$ cat src/iss_regs.svh
`ifndef ISS_REGS_SVH
`define ISS_REGS_SVH
`define ISS_BITS_PER_BYTE 4'h8
`define ISS_ACK_PULSE 4'h9
`define ISS_TEN_HIGH_TAG 5'h1E
`define ISS_MODE_7BIT 2'h0
`define ISS_MODE_10BIT 2'h1
`define ISS_MODE_7BIT_IRQ 2'h2
`define ISS_MODE_10BIT_IRQ 2'h3
`define ISS_FIFO_DEPTH 32
`define ISS_BYTE_ZERO 8'h00
`endif

$ cat src/iss_pkg.sv
package iss_pkg;
    typedef enum logic [2:0] {
        ST_IDLE,
        ST_ADDR,
        ST_RECV,
        ST_SEND,
        ST_WAIT
    } iss_state_e;
    typedef logic [7:0] iss_byte_t;
endpackage

$ cat src/iss_slave.sv
`timescale 1ns/10ps
`include "iss_regs.svh"
module iss_slave (
    input wire logic clk,
    input wire logic arst_n,
    input wire logic sclIn,
    output logic sclOut,
    output logic sclOe,
    input wire logic sdaIn,
    output logic sdaOut,
    output logic sdaOe,
    input wire logic [1:0] portModeSelect,
    input wire logic startIrqEnable,
    input wire logic stopIrqEnable,
    input wire logic addressHoldEnable,
    input wire logic dataHoldEnable,
    input wire logic bufferOverrideEnable,
    input wire logic stretchEnable,
    input wire logic slaveCollisionDetectEnable,
    input wire logic ackValueToSend,
    input wire logic [7:0] slaveAddressWrData,
    input wire logic slaveAddressWrite,
    input wire logic [7:0] txData,
    input wire logic txValid,
    input wire logic clockReleaseSet,
    input wire logic irqFlagClear,
    input wire logic overflowClear,
    input wire logic collisionClear,
    output logic [7:0] rxData,
    output logic rxValid,
    input wire logic rxReady,
    output logic [7:0] slaveAddress,
    output logic portIrqFlag,
    output logic busCollisionFlag,
    output logic receiveOverflowFlag,
    output logic bufferFullFlag,
    output logic updateAddressFlag,
    output logic ackTimeFlag,
    output logic ackReceivedStatus,
    output logic clockReleaseBit,
    output logic readWriteStatus,
    output logic startSeen,
    output logic stopSeen
);
    ///////////////////////////////////////////////////////////////////////
    // pin synchronisers and conditions
    logic [1:0] sclSync_reg;
    logic [1:0] sdaSync_reg;
    logic sclQ_reg;
    logic sdaQ_reg;
    always_ff @(posedge clk or negedge arst_n) begin
        if (!arst_n) begin
            sclSync_reg <= 2'h3;
            sdaSync_reg <= 2'h3;
            sclQ_reg <= 1'b1;
            sdaQ_reg <= 1'b1;
        end else begin
            sclSync_reg <= {sclSync_reg[0], sclIn};
            sdaSync_reg <= {sdaSync_reg[0], sdaIn};
            sclQ_reg <= sclSync_reg[1];
            sdaQ_reg <= sdaSync_reg[1];
        end
    end
    logic scl;
    logic sda;
    logic sclRise;
    logic sclFall;
    logic startCond;
    logic stopCond;
    logic sclLowSeen_reg;
    assign scl = sclSync_reg[1];
    assign sda = sdaSync_reg[1];
    assign sclRise = scl && !sclQ_reg;
    assign sclFall = !scl && sclQ_reg;
    assign startCond = scl && sclQ_reg && sdaQ_reg && !sda;
    assign stopCond = scl && sclQ_reg && !sdaQ_reg && sda && sclLowSeen_reg;
    always_ff @(posedge clk or negedge arst_n) begin
        if (!arst_n) begin
            sclLowSeen_reg <= 1'b0;
        end else if (startCond) begin
            sclLowSeen_reg <= 1'b0;
        end else if (!scl) begin
            sclLowSeen_reg <= 1'b1;
        end
    end
    ///////////////////////////////////////////////////////////////////////
    // byte engine
    iss_pkg::iss_state_e state_reg;
    logic [3:0] bitCnt_reg;
    logic [7:0] shift_reg;
    logic tenBit;
    logic irqMode;
    logic addrPhase_reg;
    logic tenLow_reg;
    logic tenMatched_reg;
    logic ackDrive_reg;
    logic sendAck_reg;
    logic holdAtEight_reg;
    logic [7:0] rxByte;
    logic addrMatch;
    logic full;
    logic fifoInReady;
    logic busCollide;
    assign tenBit = portModeSelect[0];
    assign irqMode = portModeSelect[1];
    assign rxByte = {shift_reg[6:0], sda};
    assign full = bufferFullFlag || receiveOverflowFlag;
    function automatic logic match7(input logic [7:0] b, input logic [7:0] a);
        match7 = (b[7:1] == a[7:1]);
    endfunction
    function automatic logic matchHigh(input logic [7:0] b, input logic [7:0] a);
        matchHigh = (b[7:3] == `ISS_TEN_HIGH_TAG) && (b[2:1] == a[2:1]);
    endfunction
    always_comb begin
        if (!tenBit) begin
            addrMatch = match7(shift_reg, slaveAddress);
        end else if (tenLow_reg) begin
            addrMatch = (shift_reg == slaveAddress);
        end else begin
            addrMatch = matchHigh(shift_reg, slaveAddress);
        end
    end
    logic ninthRise;
    logic ninthFall;
    assign ninthRise = sclRise && (bitCnt_reg == `ISS_ACK_PULSE);
    assign ninthFall = sclFall && (bitCnt_reg == `ISS_ACK_PULSE);
    logic irqSet;
    logic holdSet;
    logic ackFall;
    assign ackFall = sclFall && (bitCnt_reg == `ISS_BITS_PER_BYTE);
    always_ff @(posedge clk or negedge arst_n) begin
        if (!arst_n) begin
            state_reg <= iss_pkg::ST_IDLE;
            bitCnt_reg <= 4'h0;
            shift_reg <= `ISS_BYTE_ZERO;
            addrPhase_reg <= 1'b0;
            tenLow_reg <= 1'b0;
            tenMatched_reg <= 1'b0;
            ackDrive_reg <= 1'b0;
            sendAck_reg <= 1'b0;
            holdAtEight_reg <= 1'b0;
            readWriteStatus <= 1'b0;
            ackReceivedStatus <= 1'b0;
            rxData <= `ISS_BYTE_ZERO;
        end else if (startCond) begin
            state_reg <= iss_pkg::ST_ADDR;
            bitCnt_reg <= 4'h0;
            addrPhase_reg <= 1'b1;
            tenLow_reg <= 1'b0;
            ackDrive_reg <= 1'b0;
        end else if (stopCond) begin
            state_reg <= iss_pkg::ST_IDLE;
            tenMatched_reg <= 1'b0;
            ackDrive_reg <= 1'b0;
        end else if (busCollide) begin
            state_reg <= iss_pkg::ST_IDLE;
            ackDrive_reg <= 1'b0;
        end else if (state_reg != iss_pkg::ST_IDLE) begin
            if (sclRise && bitCnt_reg < `ISS_BITS_PER_BYTE) begin
                shift_reg <= rxByte;
                bitCnt_reg <= bitCnt_reg + 4'h1;
            end
            if (ninthRise && state_reg == iss_pkg::ST_SEND) begin
                ackReceivedStatus <= sda;
            end
            if (clockReleaseSet) begin
                holdAtEight_reg <= 1'b0;
            end
            if (ackFall) begin
                bitCnt_reg <= `ISS_ACK_PULSE;
                if (state_reg == iss_pkg::ST_SEND) begin
                    ackDrive_reg <= 1'b0;
                end else if (state_reg == iss_pkg::ST_ADDR) begin
                    if (addrMatch && (!tenBit || tenLow_reg || !shift_reg[0]
                            || tenMatched_reg)) begin
                        if (!(tenBit && tenLow_reg)) begin
                            readWriteStatus <= shift_reg[0];
                        end
                        rxData <= shift_reg;
                        sendAck_reg <= !full || bufferOverrideEnable;
                        holdAtEight_reg <= addressHoldEnable;
                        ackDrive_reg <= 1'b1;
                        if (tenBit && tenLow_reg) begin
                            tenMatched_reg <= 1'b1;
                        end
                    end else if (tenBit && tenLow_reg) begin
                        ackDrive_reg <= 1'b0;
                        tenMatched_reg <= 1'b0;
                    end else begin
                        state_reg <= iss_pkg::ST_IDLE;
                    end
                end else begin
                    rxData <= shift_reg;
                    sendAck_reg <= !full || bufferOverrideEnable;
                    holdAtEight_reg <= dataHoldEnable;
                    ackDrive_reg <= 1'b1;
                end
            end
            if (ninthFall) begin
                bitCnt_reg <= 4'h0;
                ackDrive_reg <= 1'b0;
                if (state_reg == iss_pkg::ST_SEND && ackReceivedStatus) begin
                    state_reg <= iss_pkg::ST_IDLE;
                end else if (state_reg == iss_pkg::ST_ADDR) begin
                    if (tenBit && !tenLow_reg && !readWriteStatus) begin
                        tenLow_reg <= 1'b1;
                    end else if (tenBit && tenLow_reg && !tenMatched_reg) begin
                        state_reg <= iss_pkg::ST_IDLE;
                        tenLow_reg <= 1'b0;
                    end else begin
                        state_reg <= readWriteStatus ? iss_pkg::ST_SEND : iss_pkg::ST_RECV;
                        tenLow_reg <= 1'b0;
                    end
                end
            end
            if (state_reg == iss_pkg::ST_SEND && txValid) begin
                shift_reg <= txData;
            end
        end
    end
    ///////////////////////////////////////////////////////////////////////
    // pin drive
    logic sdaDrive;
    logic sendBit_reg;
    always_ff @(posedge clk or negedge arst_n) begin
        if (!arst_n) begin
            sendBit_reg <= 1'b1;
        end else if (state_reg == iss_pkg::ST_SEND && bitCnt_reg < `ISS_BITS_PER_BYTE
                && (sclFall || txValid)) begin
            sendBit_reg <= txValid ? txData[7] : shift_reg[7];
        end
    end
    assign busCollide = slaveCollisionDetectEnable && state_reg == iss_pkg::ST_SEND
        && bitCnt_reg < `ISS_BITS_PER_BYTE && sclRise && sendBit_reg && !sda;
    assign sdaDrive = (ackDrive_reg && sendAck_reg && !ackValueToSend && !holdAtEight_reg)
        || (state_reg == iss_pkg::ST_SEND && bitCnt_reg < `ISS_ACK_PULSE
            && !sendBit_reg);
    assign sdaOut = 1'b0;
    assign sdaOe = sdaDrive;
    logic sclHold_reg;
    always_ff @(posedge clk or negedge arst_n) begin
        if (!arst_n) begin
            sclHold_reg <= 1'b0;
        end else if ((!clockReleaseBit || updateAddressFlag) && !scl) begin
            sclHold_reg <= 1'b1;
        end else if (clockReleaseBit && !updateAddressFlag) begin
            sclHold_reg <= 1'b0;
        end
    end
    assign sclOut = 1'b0;
    assign sclOe = sclHold_reg;
    ///////////////////////////////////////////////////////////////////////
    // status flags
    logic matchedByte;
    assign matchedByte = ackFall && (state_reg == iss_pkg::ST_RECV
        || (state_reg == iss_pkg::ST_ADDR && addrMatch));
    assign holdSet = matchedByte && ((state_reg == iss_pkg::ST_ADDR && addressHoldEnable)
        || (state_reg == iss_pkg::ST_RECV && dataHoldEnable));
    logic ackedNinth;
    assign ackedNinth = ninthFall && state_reg != iss_pkg::ST_IDLE
        && (state_reg == iss_pkg::ST_SEND || (sendAck_reg && !ackValueToSend));
    assign irqSet = holdSet || ackedNinth || (ackFall && tenBit && tenLow_reg)
        || ((startCond || stopCond) && (irqMode || (startCond ? startIrqEnable
            : stopIrqEnable)));
    always_ff @(posedge clk or negedge arst_n) begin
        if (!arst_n) begin
            portIrqFlag <= 1'b0;
        end else if (irqSet) begin
            portIrqFlag <= 1'b1;
        end else if (irqFlagClear) begin
            portIrqFlag <= 1'b0;
        end
    end
    always_ff @(posedge clk or negedge arst_n) begin
        if (!arst_n) begin
            clockReleaseBit <= 1'b1;
        end else if (holdSet
                || (ninthFall && state_reg == iss_pkg::ST_ADDR && readWriteStatus
                    && !(tenBit && !tenLow_reg && !readWriteStatus))
                || (ninthFall && state_reg == iss_pkg::ST_SEND && !ackReceivedStatus)
                || (ninthFall && stretchEnable && state_reg != iss_pkg::ST_SEND
                    && state_reg != iss_pkg::ST_IDLE)) begin
            clockReleaseBit <= 1'b0;
        end else if (clockReleaseSet) begin
            clockReleaseBit <= 1'b1;
        end
    end
    always_ff @(posedge clk or negedge arst_n) begin
        if (!arst_n) begin
            ackTimeFlag <= 1'b0;
        end else if (ackFall && (addressHoldEnable || dataHoldEnable)
                && (matchedByte || state_reg == iss_pkg::ST_SEND)) begin
            ackTimeFlag <= 1'b1;
        end else if (ninthFall || startCond) begin
            ackTimeFlag <= 1'b0;
        end
    end
    always_ff @(posedge clk or negedge arst_n) begin
        if (!arst_n) begin
            updateAddressFlag <= 1'b0;
            slaveAddress <= `ISS_BYTE_ZERO;
        end else begin
            if (ninthFall && tenBit && state_reg == iss_pkg::ST_ADDR
                    && (tenLow_reg || !readWriteStatus)) begin
                updateAddressFlag <= 1'b1;
            end else if (slaveAddressWrite) begin
                updateAddressFlag <= 1'b0;
            end
            if (slaveAddressWrite) begin
                slaveAddress <= slaveAddressWrData;
            end
        end
    end
    always_ff @(posedge clk or negedge arst_n) begin
        if (!arst_n) begin
            startSeen <= 1'b0;
            stopSeen <= 1'b0;
        end else if (startCond) begin
            startSeen <= 1'b1;
            stopSeen <= 1'b0;
        end else if (stopCond) begin
            startSeen <= 1'b0;
            stopSeen <= 1'b1;
        end
    end
    always_ff @(posedge clk or negedge arst_n) begin
        if (!arst_n) begin
            busCollisionFlag <= 1'b0;
            receiveOverflowFlag <= 1'b0;
        end else begin
            if (busCollide) begin
                busCollisionFlag <= 1'b1;
            end else if (collisionClear) begin
                busCollisionFlag <= 1'b0;
            end
            if (matchedByte && full) begin
                receiveOverflowFlag <= 1'b1;
            end else if (overflowClear) begin
                receiveOverflowFlag <= 1'b0;
            end
        end
    end
    ///////////////////////////////////////////////////////////////////////
    // received byte buffer
    logic pushByte;
    assign pushByte = matchedByte && (!full || bufferOverrideEnable) && fifoInReady;
    assign bufferFullFlag = rxValid;
    logic [7:0] rxData_unused;
    iss_fifo #(.WIDTH(8), .DEPTH(`ISS_FIFO_DEPTH)) rxFifo (
        .clk(clk),
        .arst_n(arst_n),
        .inValid(pushByte),
        .inReady(fifoInReady),
        .inData(shift_reg),
        .outValid(rxValid),
        .outReady(rxReady),
        .outData(rxData_unused)
    );
endmodule

$ cat src/iss_fifo.sv
`timescale 1ns/10ps
module iss_fifo #(
    parameter int WIDTH = 8,
    parameter int DEPTH = 32
) (
    input wire logic clk,
    input wire logic arst_n,
    input wire logic inValid,
    output logic inReady,
    input wire logic [WIDTH-1:0] inData,
    output logic outValid,
    input wire logic outReady,
    output logic [WIDTH-1:0] outData
);
    localparam int AW = $clog2(DEPTH);
    logic [WIDTH-1:0] mem [DEPTH];
    logic [AW:0] wrPtr_reg;
    logic [AW:0] rdPtr_reg;
    logic full;
    logic empty;
    assign empty = (wrPtr_reg == rdPtr_reg);
    assign full = (wrPtr_reg[AW] != rdPtr_reg[AW]) && (wrPtr_reg[AW-1:0] == rdPtr_reg[AW-1:0]);
    assign inReady = !full;
    assign outValid = !empty;
    assign outData = mem[rdPtr_reg[AW-1:0]];
    always_ff @(posedge clk) begin
        if (inValid && !full) begin
            mem[wrPtr_reg[AW-1:0]] <= inData;
        end
    end
    always_ff @(posedge clk or negedge arst_n) begin
        if (!arst_n) begin
            wrPtr_reg <= '0;
        end else if (inValid && !full) begin
            wrPtr_reg <= wrPtr_reg + 1'b1;
        end
    end
    always_ff @(posedge clk or negedge arst_n) begin
        if (!arst_n) begin
            rdPtr_reg <= '0;
        end else if (outReady && !empty) begin
            rdPtr_reg <= rdPtr_reg + 1'b1;
        end
    end
endmodule

$ cat config.mk
export PLATFORM = sky130hd
export DESIGN_NAME = iss_slave
export DESIGN_NICKNAME = d
export VERILOG_FILES = /design/src/iss_pkg.sv /design/src/iss_slave.sv /design/src/iss_fifo.sv
export VERILOG_INCLUDE_DIRS = /design/src
export SDC_FILE = /design/constraint.sdc
export NUM_CORES = 1
export LEC_CHECK = 0
export ABC_AREA = 1
export ABC_CLOCK_PERIOD_IN_PS = 4250
export BUFFER_PORTS_ARGS = -buffer_cell sky130_fd_sc_hd__buf_2
export CORE_AREA = 5 5 161 225
export CTS_CLUSTER_DIAMETER = 30
export DETAILED_ROUTE_END_ITERATION = 8
export DIE_AREA = 0 0 166 230
export PLACE_DENSITY = 0.61
export SETUP_SLACK_MARGIN = 0.1
export SYNTH_ARGS = -nofsm -noshare
export SYNTH_HDL_FRONTEND = slang
export SYNTH_HIERARCHICAL = 1
export SYNTH_SLANG_ARGS = --single-unit
$ cat constraint.sdc
create_clock -name clk -period 4.25 [get_ports clk]
set_input_delay 0.2125 -clock clk [delete_from_list [all_inputs] [get_ports clk]]
set_output_delay 0.2125 -clock clk [all_outputs]
set_load 0.05 [all_outputs]
==> results_dict.tcl <==
set metrics [dict create \
    status "finished, violations left" \
    violations "negative hold slack" \
    rsz0062_at_grt "no" \
    clock_latency_ps 340 \
    final-setup-viol-count 0 \
    timing.slew.headroom 0.405 \
    start_util 0.111 \
    dp_hpwl_mm 9.44 \
    ant_nets 0 \
    dr.pass1.iters 4 \
    drt_iter0_drc 205 \
    slowest_stage "nor3b_1" \
    die-area_mm2 0.0382 \
    via_per_inst 3.27 \
    p_leak_nw 2.26 \
    maxClockFrequency_mhz 393 \
    coreArea_mm2 0.0339 \
    busiest_layer "met2" \
    intPower_mw 1.22 \
    drv_slew 0 \
    routedWlPerCell_um 12.0 \
    critPathLaunch "rxFifo/wrPtr_reg[1]" \
    clock-root-buffer "clkbuf_16" \
    final-hold-violation-count 6 \
    comb_power_share 0.163 \
    cts_buffer_depth 2 \
    antenna_found_initial 1 \
    cp.required_ps 4470 \
    hp-class "input port to asynchronous set/reset pin" \
    power.density_mw_per_mm2 359 \
    portBuffers 66 \
    postCtsSetupBuffers 0 \
    syn_area_mm2 0.00378 \
    grt_util_met2 0.101 \
    postSynthCellCount 466 \
    syn_avg_cell_area_um2 8.11 \
    crit_buf_inv 0 \
    final_layout_size_suffix_gt1_frac 0.271 \
    drc_errors 0 \
    crit_chain "xor2_1 -> nor2_1 -> nand4_2 -> nor2_1 -> nor2_1 -> nor3b_1 -> nand2_2 -> nand2_1 -> nand2_1" \
    num_vias 3207 \
    ys_warn_count 6 \
    grt_pass1_wl_mm 18.3 \
    peakVddDrop_uv 175 \
    htreeDepth 3 \
    grt_max_degree 37 \
    setup-tns-final_ps 0 \
    final_area_mm2 0.00486 \
    gp_congestion 0.814 \
    track_usage 0.0625 \
    setup.worst_path.start_class "register" \
    cts_num_sinks 67 \
    r2r_start "rxFifo/wrPtr_reg[1]" \
    crit_family "simple AND/OR/NAND/NOR gates" \
    worst_pin_slew_ps 893 \
    cp_max_fo 10 \
    seqPwrFrac 0.405 \
    ios 69 \
    p_clk_frac 0.432 \
    grtUsageMet1 0.0796 \
    min_period_ps 2550 \
    setup_ws_ps 1700 \
    critical_path_arrival_ps 2770 \
    cts_resized 0 \
    hold_ws_ps -7.77 \
    critPathMaxStageDelay_ps 640 \
    fp-row-count 80 \
    endpoint_kind "register" \
    area_delta_synth_final_pct 28.7 \
    layout.nets 566 \
    drt-total-wl_mm 11.7 \
    crit_type "register to register" \
    maxCapViolCount 0 \
    first_global_vias 3198 \
    die_w_um 166 \
    pre_cts_ws_ps 1690 \
    p_sw_frac 0.299 \
    dpl-instance-area_mm2 0.00454 \
    crit_path_frequent_cell "nor2_1" \
    numCtsBuffers 9 \
    overflow 0 \
    fin_skew_ps 7.98 \
    use_met3 0.0199 \
    period_share 0.599 \
    clk_pin_slew_ps 60 \
    power.switching_mw 0.522 \
    cts_tree "done" \
    die_y_um 230 \
]
==> cells in the final DEF, fill, tap and decap left out, drive strengths merged, types with 2 or more instances in the layout <==
cell type	count
o31ai	3
inv	59
clkbuf	12
ha	6
o211ai	10
nand4	7
dlygate4sd3	2
mux2	3
nor3	6
dfstp	8
conb	2
buf	67
clkinv	4
xor2	13
a21oi	11
nand2	129
nor2	41
xnor2	3
dfrtp	59
o21ai	44
nand3	32
==> metrics by stage <==
stage | utilization | instances | power [mW]
final | 0.143 | 980 | 1.75
after global routing | 0.143 | 979 | 1.84
after CTS | 0.143 | 979 | 1.79
after detailed placement | 0.134 | 961 | 1.01
after global placement | 0.134 | 961 | 1.00
after floorplan | - | 467 | 0.938
==> power groups by stage <==
stage	clock (mW)	sequential (mW)	combinational (mW)
after floorplan	0	0.751	0.187
after global placement	0	0.717	0.286
after detailed placement	0	0.718	0.289
after CTS	0.789	0.707	0.291
after global routing	0.811	0.713	0.316
final	0.755	0.707	0.284
==> worst reg2reg max path: cells and delay by family, from the launching register on <==
| family | cells | cell delay [ps] |
|---|---|---|
| AND/OR/NAND/NOR | 8 | 1810 |
| flip-flops | 1 | 440 |
| XOR/XNOR | 1 | 170 |
==> layout make-up <==
class	count	area, um2
timing repair buffer	69	358
sequential	67	1690
multi-input combinational	315	1720
clock buffer	12	246
fill	3891	29100
tap	451	564
antenna	1	2.50
inverter	61	229
clock inverter	4	51.3
==> metal layers <==
| metal | vias to the layer above | share of wire |
|---|---|---|
| met5 | - | 0 |
| met4 | 0 | 0.012 |
| met3 | 15 | 0.063 |
| met2 | 100 | 0.48 |
| met1 | 1496 | 0.45 |
| li1 | 1596 | - |
==> timing repair <==
action,4_1_cts,5_1_grt
hold endpoints to repair,2,0
setup endpoints to repair,0,0
hold buffers,2,0
==> path summary, 6_finish.rpt <==
kind	end	slack, ps	depth (start not counted)
min in group clk	receiveOverflowFlag	70	2
max in group asynchronous	sclQ_reg	3230	2
max reg2reg	rxFifo/wrPtr_reg[0]	1700	9
min	busCollisionFlag	-8	1
max	rxFifo/wrPtr_reg[0]	1700	9
min reg2reg	sclSync_reg[1]	360	0
Note: power is estimated with default switching activity, not from simulation.
